<file path="src/shared/wds_consts.vh">
// Constants for the watchdog and sleep controller.
// Assumes inclusion by bare name from the design files.
`ifndef WDS_CONSTS_VH
`define WDS_CONSTS_VH

// Register offsets within a bank
`define WDS_OFF_OPTION   7'h01
`define WDS_OFF_STATUS   7'h03
`define WDS_OFF_CTRL     7'h04
// Common RAM window, last 16 bytes
`define WDS_RAM_BASE     7'h70
`define WDS_RAM_DEPTH    16

// Option register layout and reset value
`define WDS_OPTION_RST   8'hFF
`define WDS_PSA_BIT      3
`define WDS_PS_HI        2
`define WDS_PS_LO        0

// Status register flag positions
`define WDS_TO_BIT       4
`define WDS_PD_BIT       3

// Control register layout
`define WDS_CTRL_XTAL_BIT 0

// Timing
`define WDS_CLK_HZ       20000000
`define WDS_BASE_MS      18
// Base period in core_clk cycles, 18 ms at 20 MHz
`define WDS_BASE_CYC     19'h57E40

// Interrupt vector
`define WDS_IRQ_VECTOR   13'h0004

`endif

</file>
<file path="src/hw/wds_top.v">
// Watchdog timer, prescaler and sleep controller with status flags.
// Assumes instruction strobes, interrupt flags and fuses synchronous to core_clk.
//
// Notes on behaviour
// RULE_01: Watchdog counts from a free-running source, unaffected by sleep.
// RULE_02: Watchdog expiry while running requests a full device reset.
// RULE_03: Watchdog expiry while asleep wakes and resumes execution.
// RULE_04: Watchdog stays disabled whenever its enable fuse is zero.
// RULE_05: Unscaled timeout is nominally 18 ms.
// RULE_06: Option register assigns a prescaler up to 1:128 to the watchdog.
// RULE_07: Clear and sleep instructions reset counter and assigned prescaler.
// RULE_08: Every timeout clears the active-low timeout flag.
// RULE_09: Sleep entry clears watchdog, clears power-down, sets timeout, stops oscillator.
// RULE_10: I/O pins hold their pre-sleep drive state during sleep.
// RULE_11: Watchdog reset is internal only, never drives master clear pin.
// RULE_12: Master clear wakes via reset; watchdog and interrupt wakes resume.
// RULE_13: Power-down flag set at power-up; timeout flag cleared on watchdog wake.
// RULE_14: Only clockless interrupt sources may wake the device.
// RULE_15: Interrupt wakes only with its own enable set, regardless of global enable.
// RULE_16: Wake runs prefetched instruction, then vectors to 0004h if global enable.
// RULE_17: Global enable clear with enabled pending flag wakes immediately.
// RULE_18: Watchdog counter resets on every wake-up.
// RULE_19: In crystal modes watchdog is held cleared until start-up timer ends.
// RULE_20: Interrupt entry pushes only the return program counter.
// RULE_21: Last 16 RAM bytes are shared by every bank.
// RULE_22: Firmware places a no-operation after sleep if needed.
// RULE_23: Prescaler assigned elsewhere gives the unscaled base timeout.
//
// Added by the designer: the address map and the address-and-strobe port.
`timescale 1ns/10ps
`include "wds_consts.vh"

module wds_top #(
  parameter [18:0] BASE_CYC = `WDS_BASE_CYC
) (
  input  wire        core_clk,
  input  wire        nrst,
  input  wire [8:0]  reg_addr,
  input  wire [7:0]  reg_wdata,
  input  wire        reg_wr,
  input  wire        reg_rd,
  output reg  [7:0]  reg_rdata_q,
  input  wire        watchdog_enable_fuse,
  input  wire        watchdog_clear_instr,
  input  wire        sleep_instr,
  input  wire        master_clear_pin_n,
  input  wire        osc_startup_timer_done,
  input  wire        global_irq_enable,
  input  wire [5:0]  wake_irq_flags,
  input  wire [5:0]  wake_irq_enables,
  input  wire        irq_entry,
  input  wire [12:0] return_pc,
  output reg         dev_reset_q,
  output reg         wdt_timeout_q,
  output reg         osc_drv_en_q,
  output reg         io_hold_q,
  output reg         resume_q,
  output reg         vector_q,
  output reg  [12:0] vector_addr_q,
  output reg         stack_push_q,
  output reg  [12:0] stack_pc_q,
  output reg         timeout_flag_n_q,
  output reg         powerdown_flag_n_q,
  output reg         sleeping_q
);

  // ==========================================================
  // States
  localparam [2:0] ST_RUN   = 3'b001;
  localparam [2:0] ST_SLEEP = 3'b010;
  localparam [2:0] ST_OSTW  = 3'b100;

  reg  [2:0]  state_q;
  reg  [2:0]  state_d;
  reg  [18:0] base_cnt_q;
  reg  [18:0] base_cnt_d;
  reg  [6:0]  pre_cnt_q;
  reg  [6:0]  pre_cnt_d;
  reg  [7:0]  option_q;
  reg         xtal_mode_q;
  reg         irq_wake_q;
  reg         vec_pend_q;
  reg         master_clear_pin_q;
  reg         timeout_flag_n_d;
  reg         powerdown_flag_n_d;
  reg  [7:0]  reg_rdata_d;
  reg  [7:0]  common_ram [0:`WDS_RAM_DEPTH-1];

  // ==========================================================
  // Decode and conditions
  wire [6:0] reg_off    = reg_addr[6:0];
  wire       ram_hit    = ({reg_off[6:4], 4'h0} == `WDS_RAM_BASE); // RULE_21
  wire [3:0] ram_idx    = reg_off[3:0];
  wire       prescaler_assign        = option_q[`WDS_PSA_BIT];
  wire [2:0] ps_sel     = option_q[`WDS_PS_HI:`WDS_PS_LO];
  // Last prescaler count: 2^ps - 1 when assigned, zero otherwise
  wire [6:0] pre_last   = prescaler_assign ? ~(7'h7F << ps_sel) : 7'h00; // RULE_06 RULE_23
  wire       base_last  = (base_cnt_q == BASE_CYC - 19'h00001); // RULE_05
  wire       master_clear_pin       = ~master_clear_pin_n;
  // Clockless sources only, each gated by its own enable
  wire       irq_pend   = |(wake_irq_flags & wake_irq_enables); // RULE_14 RULE_15
  wire       in_run     = (state_q == ST_RUN);
  wire       in_sleep   = (state_q == ST_SLEEP);
  wire       in_ostw    = (state_q == ST_OSTW);
  // Pending interrupt turns sleep into a no-operation
  wire       sleep_exec = in_run & sleep_instr & ~irq_pend & ~master_clear_pin; // RULE_17
  wire       wake_irq   = in_sleep & irq_pend & ~master_clear_pin; // RULE_17
  wire       wdt_clr;
  wire       wdt_expire;

  assign wdt_clr = ~watchdog_enable_fuse // RULE_04
                 | (in_run & watchdog_clear_instr) // RULE_07
                 | sleep_exec // RULE_07 RULE_09
                 | wake_irq // RULE_18
                 | in_ostw // RULE_19
                 | master_clear_pin;

  // Any clear in the expiry cycle wins
  assign wdt_expire = watchdog_enable_fuse & base_last & (pre_cnt_q == pre_last)
                    & ~wdt_clr;

  // ==========================================================
  // Watchdog counter and prescaler
  // Counter is never gated by sleep state
  always @* begin
    base_cnt_d = base_cnt_q + 19'h00001; // RULE_01
    pre_cnt_d  = pre_cnt_q;
    if (wdt_clr || wdt_expire) begin
      base_cnt_d = 19'h00000; // RULE_07 RULE_18
      pre_cnt_d  = 7'h00;
    end else if (base_last) begin
      base_cnt_d = 19'h00000; // RULE_01
      pre_cnt_d  = pre_cnt_q + 7'h01; // RULE_06
    end
  end

  always @(posedge core_clk or negedge nrst) begin
    if (!nrst) begin
      base_cnt_q <= 19'h00000;
      pre_cnt_q  <= 7'h00;
    end else begin
      base_cnt_q <= base_cnt_d;
      pre_cnt_q  <= pre_cnt_d;
    end
  end

  // ==========================================================
  // Sleep state machine
  always @* begin
    state_d = state_q;
    case (state_q)
      ST_RUN: begin
        if (sleep_exec) begin
          state_d = ST_SLEEP;
        end
      end
      ST_SLEEP: begin
        if (master_clear_pin) begin
          state_d = ST_RUN; // RULE_12
        end else if (wdt_expire || wake_irq) begin
          state_d = xtal_mode_q ? ST_OSTW : ST_RUN; // RULE_03 RULE_19
        end
      end
      ST_OSTW: begin
        if (master_clear_pin || osc_startup_timer_done) begin
          state_d = ST_RUN; // RULE_19
        end
      end
      default: begin
        state_d = ST_RUN;
      end
    endcase
  end

  always @(posedge core_clk or negedge nrst) begin
    if (!nrst) begin
      state_q <= ST_RUN;
    end else begin
      state_q <= state_d;
    end
  end

  // ==========================================================
  // Status flag next values
  // Master clear acts on its first low cycle only, so a long
  // pulse that starts in sleep still leaves power-down clear
  always @* begin
    timeout_flag_n_d   = timeout_flag_n_q;
    powerdown_flag_n_d = powerdown_flag_n_q;
    if (master_clear_pin) begin
      if (!master_clear_pin_q) begin
        timeout_flag_n_d = 1'b1;
        if (!in_sleep) begin
          powerdown_flag_n_d = 1'b1;
        end
      end
    end else if (wdt_expire) begin
      // Sleep entry clears the watchdog, so no expiry in the same cycle
      timeout_flag_n_d = 1'b0; // RULE_08 RULE_13
    end else if (sleep_exec) begin
      timeout_flag_n_d   = 1'b1; // RULE_09
      powerdown_flag_n_d = 1'b0; // RULE_09 RULE_13
    end
  end

  // ==========================================================
  // Master clear history and status flags
  always @(posedge core_clk or negedge nrst) begin
    if (!nrst) begin
      master_clear_pin_q             <= 1'b0;
      timeout_flag_n_q   <= 1'b1;
      powerdown_flag_n_q <= 1'b1; // RULE_13
    end else begin
      master_clear_pin_q             <= master_clear_pin;
      timeout_flag_n_q   <= timeout_flag_n_d;
      powerdown_flag_n_q <= powerdown_flag_n_d;
    end
  end

  // ==========================================================
  // Reset request and timeout pulse
  always @(posedge core_clk or negedge nrst) begin
    if (!nrst) begin
      dev_reset_q   <= 1'b0;
      wdt_timeout_q <= 1'b0;
    end else begin
      wdt_timeout_q <= wdt_expire;
      // Internal reset only; master clear pin is never driven
      dev_reset_q   <= master_clear_pin | (wdt_expire & in_run); // RULE_02 RULE_11
    end
  end

  // ==========================================================
  // Wake sequencing
  always @(posedge core_clk or negedge nrst) begin
    if (!nrst) begin
      irq_wake_q    <= 1'b0;
      resume_q      <= 1'b0;
      vec_pend_q    <= 1'b0;
      vector_q      <= 1'b0;
      vector_addr_q <= 13'h0000;
    end else begin
      resume_q <= 1'b0;
      vector_q <= 1'b0;
      if (master_clear_pin) begin
        irq_wake_q <= 1'b0;
        vec_pend_q <= 1'b0;
      end else begin
        if (sleep_exec) begin
          irq_wake_q <= 1'b0;
        end
        if (wake_irq) begin
          irq_wake_q <= 1'b1;
        end
        // Leaving sleep: run the prefetched instruction first
        if (state_d == ST_RUN && !in_run) begin
          resume_q   <= 1'b1; // RULE_03 RULE_12 RULE_16
          vec_pend_q <= (irq_wake_q | wake_irq) & global_irq_enable;
        end else if (vec_pend_q) begin
          vec_pend_q    <= 1'b0;
          vector_q      <= 1'b1; // RULE_16
          vector_addr_q <= `WDS_IRQ_VECTOR;
        end
      end
    end
  end

  // ==========================================================
  // Oscillator driver, pin hold and sleep indication
  always @(posedge core_clk or negedge nrst) begin
    if (!nrst) begin
      osc_drv_en_q <= 1'b1;
      io_hold_q    <= 1'b0;
      sleeping_q   <= 1'b0;
    end else begin
      osc_drv_en_q <= (state_d != ST_SLEEP); // RULE_09
      io_hold_q    <= (state_d != ST_RUN); // RULE_10
      sleeping_q   <= (state_d == ST_SLEEP);
    end
  end

  // ==========================================================
  // Interrupt entry: only the return address is pushed
  always @(posedge core_clk or negedge nrst) begin
    if (!nrst) begin
      stack_push_q <= 1'b0;
      stack_pc_q   <= 13'h0000;
    end else begin
      stack_push_q <= irq_entry; // RULE_20
      if (irq_entry) begin
        stack_pc_q <= return_pc; // RULE_20
      end
    end
  end

  // ==========================================================
  // Register port
  always @(posedge core_clk or negedge nrst) begin
    if (!nrst) begin
      option_q    <= `WDS_OPTION_RST;
      xtal_mode_q <= 1'b0;
    end else if (reg_wr) begin
      if (reg_off == `WDS_OFF_OPTION) begin
        option_q <= reg_wdata; // RULE_06
      end
      if (reg_off == `WDS_OFF_CTRL) begin
        xtal_mode_q <= reg_wdata[`WDS_CTRL_XTAL_BIT];
      end
    end
  end

  // Shared RAM ignores the bank bits
  always @(posedge core_clk) begin
    if (reg_wr && ram_hit) begin
      common_ram[ram_idx] <= reg_wdata; // RULE_21
    end
  end

  always @* begin
    reg_rdata_d = 8'h00;
    if (reg_rd) begin
      if (ram_hit) begin
        reg_rdata_d = common_ram[ram_idx]; // RULE_21
      end else begin
        case (reg_off)
          `WDS_OFF_OPTION: reg_rdata_d = option_q;
          `WDS_OFF_STATUS: begin
            reg_rdata_d = {3'h0, timeout_flag_n_q, powerdown_flag_n_q, 3'h0};
          end
          `WDS_OFF_CTRL:   reg_rdata_d = {7'h00, xtal_mode_q};
          default:         reg_rdata_d = 8'h00;
        endcase
      end
    end
  end

  // Read data stands for one cycle only
  always @(posedge core_clk or negedge nrst) begin
    if (!nrst) begin
      reg_rdata_q <= 8'h00;
    end else begin
      reg_rdata_q <= reg_rdata_d;
    end
  end

endmodule

</file>
<file path="config.mk">
export PLATFORM = sky130hd
export DESIGN_NAME = wds_top
export DESIGN_NICKNAME = d
export VERILOG_FILES = /design/src/hw/wds_top.v
export VERILOG_INCLUDE_DIRS = /design/src /design/src/shared
export SDC_FILE = /design/constraint.sdc
export NUM_CORES = 1
export LEC_CHECK = 0
export ABC_AREA = 0
export BUFFER_PORTS_ARGS = -buffer_cell sky130_fd_sc_hd__buf_4
export CELL_PAD_IN_SITES_DETAIL_PLACEMENT = 1
export CELL_PAD_IN_SITES_GLOBAL_PLACEMENT = 1
export CORE_ASPECT_RATIO = 0.6
export CORE_MARGIN = 10
export CORE_UTILIZATION = 40
export DETAILED_ROUTE_END_ITERATION = 10
export PLACE_DENSITY = 0.65
export SYNTH_ARGS = -nofsm -noshare
export SYNTH_HDL_FRONTEND = slang
export SYNTH_SLANG_ARGS = --single-unit
</file>
<file path="constraint.sdc">
create_clock -name core_clk -period 4.7 [get_ports core_clk]
set_input_delay 0.47 -clock core_clk [delete_from_list [all_inputs] [get_ports core_clk]]
set_output_delay 0.47 -clock core_clk [all_outputs]
set_load 0.005 [all_outputs]
</file>
## Word-level counts from Yosys, hierarchy flattened

Memory sizes are Yosys's and may differ from the RTL's.
Index checks and enable logic that the tools add are counted.

- Register bits: 73
- Input bits: 53
- Word-level logic and storage cells: 116
- Output and inout bits: 44
- Bits in writable memories: 128
- Memories kept: 1

Memories:

| memory | words | bits a word | rd ports | clocked after Yosys merged registers in | write ports | line | RTL |
|---|---|---|---|---|---|---|---|
| common_ram | 16 | 8 | 1 | 0 | 1 | wds_top.v:87 | `` reg [7:0] common_ram [0:`WDS_RAM_DEPTH-1]; `` |

- Shifts and indexed selects: 1
- Bitwise gates (word level): 25
- Reduce and logical (&&, ||, !) cells: 13
- Multiplexer cells: 34
- Equality and inequality tests: 19
- Add/subtract/negate cells: 2

Operators by type and width:

| kind | number |
|---|---|
| $mux W19 | 2 |
| $pmux W8 S3 | 1 |
| $mux W7 | 3 |
| $mux W1 | 20 |
| $add A19 B1 Y19 const B | 1 |
| $eq A19 B19 Y1 const B | 1 |
| $mux W8 | 2 |
| $mux W3 | 5 |
| $and A1 B1 Y1 | 11 |
| $ne A3 B1 Y1 const B | 3 |
| $pmux W3 S3 | 1 |
| $add A7 B1 Y7 const B | 1 |
| $eq A7 B1 Y1 const B | 1 |
| $eq A7 B2 Y1 const B | 1 |
| $eq A7 B3 Y1 const B | 1 |
| $eq A7 B7 Y1 | 1 |
| $not A7 Y7 | 1 |
| $or A1 B1 Y1 | 7 |
| $shl A7 B3 Y7 const A | 1 |
| $and A6 B6 Y6 | 1 |
| $eq A3 B1 Y1 const B | 2 |
| $eq A3 B2 Y1 const B | 2 |
| $eq A3 B3 Y1 const B | 2 |
| $ne A2 B2 Y1 const B | 3 |
| other kinds (11) | 20 |

## Depth between registers and ports, before layout

- Depth after elaboration: 19
- Gate-level depth with buffers: 9
- Mapped depth without buffers: 7

## Worst setup path after synthesis

OpenSTA, ideal clock, no wires.

- Kind: input to register
- From: in reg_addr[0]
- To: reg reg_rdata_q[3]
- Stages: 7
- Data required time: 4581 ps
- Setup time: 119 ps
- Path slack: 2379 ps
- Arrival: 2202 ps
- Cell sequence: buf_2 -> buf_2 -> mux4_2 -> mux4_2 -> nand2_1 -> o21ai_1 -> and2_1

- Longest elaborated chain between the ends: 4
- Elaborated cells between the ends (all ways): 7

Ends and longest elaborated chain:

| element | line | RTL |
|---|---|---|
| start, declared | wds_top.v:38 | `input wire [8:0] reg_addr,` |
| branches (longest 2 deep; another with $mem_v2 Z16 W8) | n/a |  |
| $mux W8 * | wds_top.v:322 | `if (ram_hit) begin` |
| $mux W8 * | wds_top.v:321 | `if (reg_rd) begin` |
| named net reg_rdata_d[3] | wds_top.v:86 | `reg [7:0] reg_rdata_d;` |
| end signal, assigned | wds_top.v:342 | `reg_rdata_q <= reg_rdata_d;` |
| end, declared | wds_top.v:42 | `output reg [7:0] reg_rdata_q,` |

Mark *: on every way through the listed nets, which the timed path passes.
A chain may end at the register's enable or synchronous reset.

## Final worst setup path

- From: reg state_q[0]
- To: reg base_cnt_q[13]

- Longest elaborated chain between the ends: 12
- Elaborated cells between the ends (all ways): 18

Ends and longest elaborated chain:

| element | line | RTL |
|---|---|---|
| start, declared | wds_top.v:73 | `reg [2:0] state_q;` |
| start signal, assigned | wds_top.v:179 | `state_q <= state_d;` |
| $eq A3 B1 Y1 | wds_top.v:102 | `wire in_run = (state_q == ST_RUN);` |
| $and A1 B1 Y1 (3 in series) | wds_top.v:106 | `wire sleep_exec = in_run & sleep_instr & ~irq_pend & ~master_clear_pin;` |
| $or A1 B1 Y1 | wds_top.v:113 | `\| sleep_exec` |
| $or A1 B1 Y1 | wds_top.v:114 | `\| wake_irq` |
| $or A1 B1 Y1 * | wds_top.v:115 | `\| in_ostw` |
| $or A1 B1 Y1 * | wds_top.v:116 | `\| master_clear_pin;` |
| $not A1 Y1 | wds_top.v:120 | `& ~wdt_clr;` |
| $and A1 B1 Y1 | wds_top.v:120 |  |
| $logic_or A1 B1 Y1 * | wds_top.v:128 | `if (wdt_clr \|\| wdt_expire) begin` |
| $mux W19 * | wds_top.v:128 |  |
| named net base_cnt_d[13] | wds_top.v:76 | `reg [18:0] base_cnt_d;` |
| end signal, assigned | wds_top.v:142 | `base_cnt_q <= base_cnt_d;` |
| end, declared | wds_top.v:75 | `reg [18:0] base_cnt_q;` |

Mark *: on every way through the listed nets, which the timed path passes. The rest lies on a longest branch.

==> reports/qor.yml <==
global_route:
  groute.usage.overall_pct: 15.36
  grt_pass1_vias: 5408
  grt_max_degree: 74
  grt_pass1_wl_mm: 33.29
  antenna_found_initial: 0
  grt_overflow: 0
power_and_ir_drop:
  power_density_nw_per_um2: 375.3
  p_leak_nw: 3.600
  vdd_ir_drop_max_mv: 0.2892
cells_and_area:
  final_common_cell: "edfxtp_1"
  mostFrequentLayoutCells: "edfxtp_1, buf_4, dfrtp_1"
  nets: 671
  areaGrowthSynthToFinish_pct: 17.00
  drive_gt1_share_pct: 30.16
  diodes: 0
  final_area_um2: 9912
yosys:
  synth_simple_gate_area_share_pct: 9.555
  ys_seq_area_share_pct: 67.11
  syn_area_um2: 8472
  synthMuxAreaShare_pct: 13.79
  synthTopCellsByArea: "edfxtp_1, dfrtp_1, mux4_2"
  synth_top_family_by_area: "multiplexers"
  synthCells: 538
  async_flop_share_pct: 36.32
  synth_top_area_share_pct: 45.37
  yosysWarnings: 0
  synth-adder-area-share_pct: 0.2954
  synth_edf_count: 128
  synth.avg_cell_area_um2: 15.75
  yosys.area.top_type: "edfxtp_1"
  ys_types: 62
  synth_compound_area_share_pct: 4.239
  synthXorXnorAreaFrac_pct: 2.171
  synth-seq-cells: 201
  synthFlopType: "edfxtp_1"
placement:
  dp_hpwl_mm: 14.77
  placed_area_um2: 9288
  io_buffers: 82
  gp_congestion: 0.7948
  pre_cts_ws_ns: 1.898
cts:
  cts.hold.buffers_added: 0
  path_clk_slew_ns: 0.07
  tritoncts: "built"
  cts_max_path_buffers: 3
  clock-sinks: 201
  cts_inserted_buffers: 20
  root_buffer: "clkbuf_16"
  cts_resized: 0
  cts.htree.levels: 1
  cts_setup_buffers: 0
  clk_latency_ns: 0.50
worst_setup_path:
  crit_slowest_cell: "a211oi_2"
  r2r_slack_ns: 1.95
  worst_ep_required_time_ns: 5.09
  crit_path_max_fanout: 17
  crit_path_start_kind: "register"
  cp_cell_sequence: "nor2_1 > and3_1 > a211oi_2 > nand2_1 > a21oi_1"
  cpPeakStageDelay_ns: 0.73
  criticalPathCategory: "reg -> reg"
  end_kind: "register"
  arrival_ns: 3.14
timing:
  rsz0062_at_grt: "no"
  worst_slack_ns: 1.950
  relSlewSlack_pct: 22.18
  fmax_ghz: 0.3636
  worstMarginPinSlew_ns: 1.163
  finalCritPeriodShare_pct: 58.52
  fin_setup_tns_ns: 0
  hold_viol: 0
  fin_crit_ns: 2.750
  slew_viol_final: 0
  whs_ns: 0.1110
  setup_violations: 0
  fin_skew_ns: 0.008832
worst_hold_path:
  hold_path.class: "in -> async"
floorplanning:
  fp.dieW_um: 207.9
  core-area_um2: 20930
  rows: 41
  design.die.area_um2: 27590
  die_h_um: 132.7
  start_util_pct: 40.48
  pin_count: 97
routing:
  vias: 4969
  wl_per_cell_um: 23.69
  drc: 0
  viasPerCell: 5.466
  ant_nets: 0
  dr.pass1.iters: 5
  totalWireLength_mm: 21.54
  drt_iter0_drc: 290
job:
  drv_cap: 0
status:
  outcome: "finished, final reports clean"
## report_power, final
group	internal, mW	switching (mW)
Sequential	1.92	0.0236
Combinational	0.111	0.118
Clock	0.891	0.660
## cells in the mapped netlist (3+ instances only)
cell      count
dfrtp_1      61
a21oi_1       9
o21ai_0       6
or3_1         3
and3_1        7
a22oi_1       9
nand4b_1      3
nor2b_1       6
xor2_1       10
xnor2_1      11
nand4_1       9
o21ai_1       3
buf_1         3
dfstp_2      12
nor2_1       50
buf_4        15
edfxtp_1    128
nand2b_1      6
mux2_2       20
buf_2         6
nand3_1      13
mux4_2       40
nand2_1      26
and2_1        7
inv_1         6
nor3_1        8
a21o_1        4
clkbuf_1     12
## sequential cells by signal (all words and copies together) (netlist names), 3 cells and up
name / cells
reg_rdata_q: 8
state_q: 3
common_ram: 128
base_cnt_q: 19
pre_cnt_q: 7
option_q: 8
stack_pc_q: 13
## critical path, delay by kind of cell (launching register included)
kind	cells	cell delay [ns]
AO/OA/AOI/OAI	2	1.05
AND/OR/NAND/NOR	3	1.02
flip-flops	1	0.57
## path summary, 6_finish.rpt
| path | end | startpoint | cells past startpoint |
|---|---|---|---|
| setup / recovery | base_cnt_q[13] | state_q[0] | 5 |
| hold / removal | pre_cnt_q[4] | nrst | 1 |
| setup reg to reg | base_cnt_q[13] | state_q[0] | 5 |
| hold reg to reg | vector_addr_q[2] | vector_addr_q[2] | 1 |
| max in group asynchronous | stack_pc_q[9] | nrst | 1 |
| min in group core_clk | state_q[2] | osc_startup_timer_done | 2 |
## cells by family after synthesis
family	count (synthesis)
multiplexers	64
adder cells (fa/ha/maj)	2
buffers and inverters	44
AO/OA/AOI/OAI	50
flip-flops	201
other	1
XOR/XNOR	21
AND/OR/NAND/NOR	155
## cell type report
class                   count  area (µm²)
fillers                  2082       11020
flip-flops and latches    201        5685
multi-input cells         304        2611
repair buffers             82       615.6
clock buffers              29       565.5
well taps                 279       349.1
clock inverters             7       58.81
inverters                   7       26.28
## stage by stage
step	std cells	power, mW	utilization (%)
6_report	909	3.720	47.36
5_1_grt	909	3.862	47.36
4_1_cts	909	3.765	47.36
3_5_place_dp	873	2.209	44.37
3_3_place_gp	873	2.198	44.37
2_1_floorplan	549	2.092	-
## metal layers
metal	track usage, %	wire length [µm]	up-vias
met1	22.52	10400	2616
met4	2.966	322	0
li1	-	-	2191
met5	0	0	-
met3	3.831	1389	25
met2	22.54	9421	137
Power figures use the tool's default switching activity.
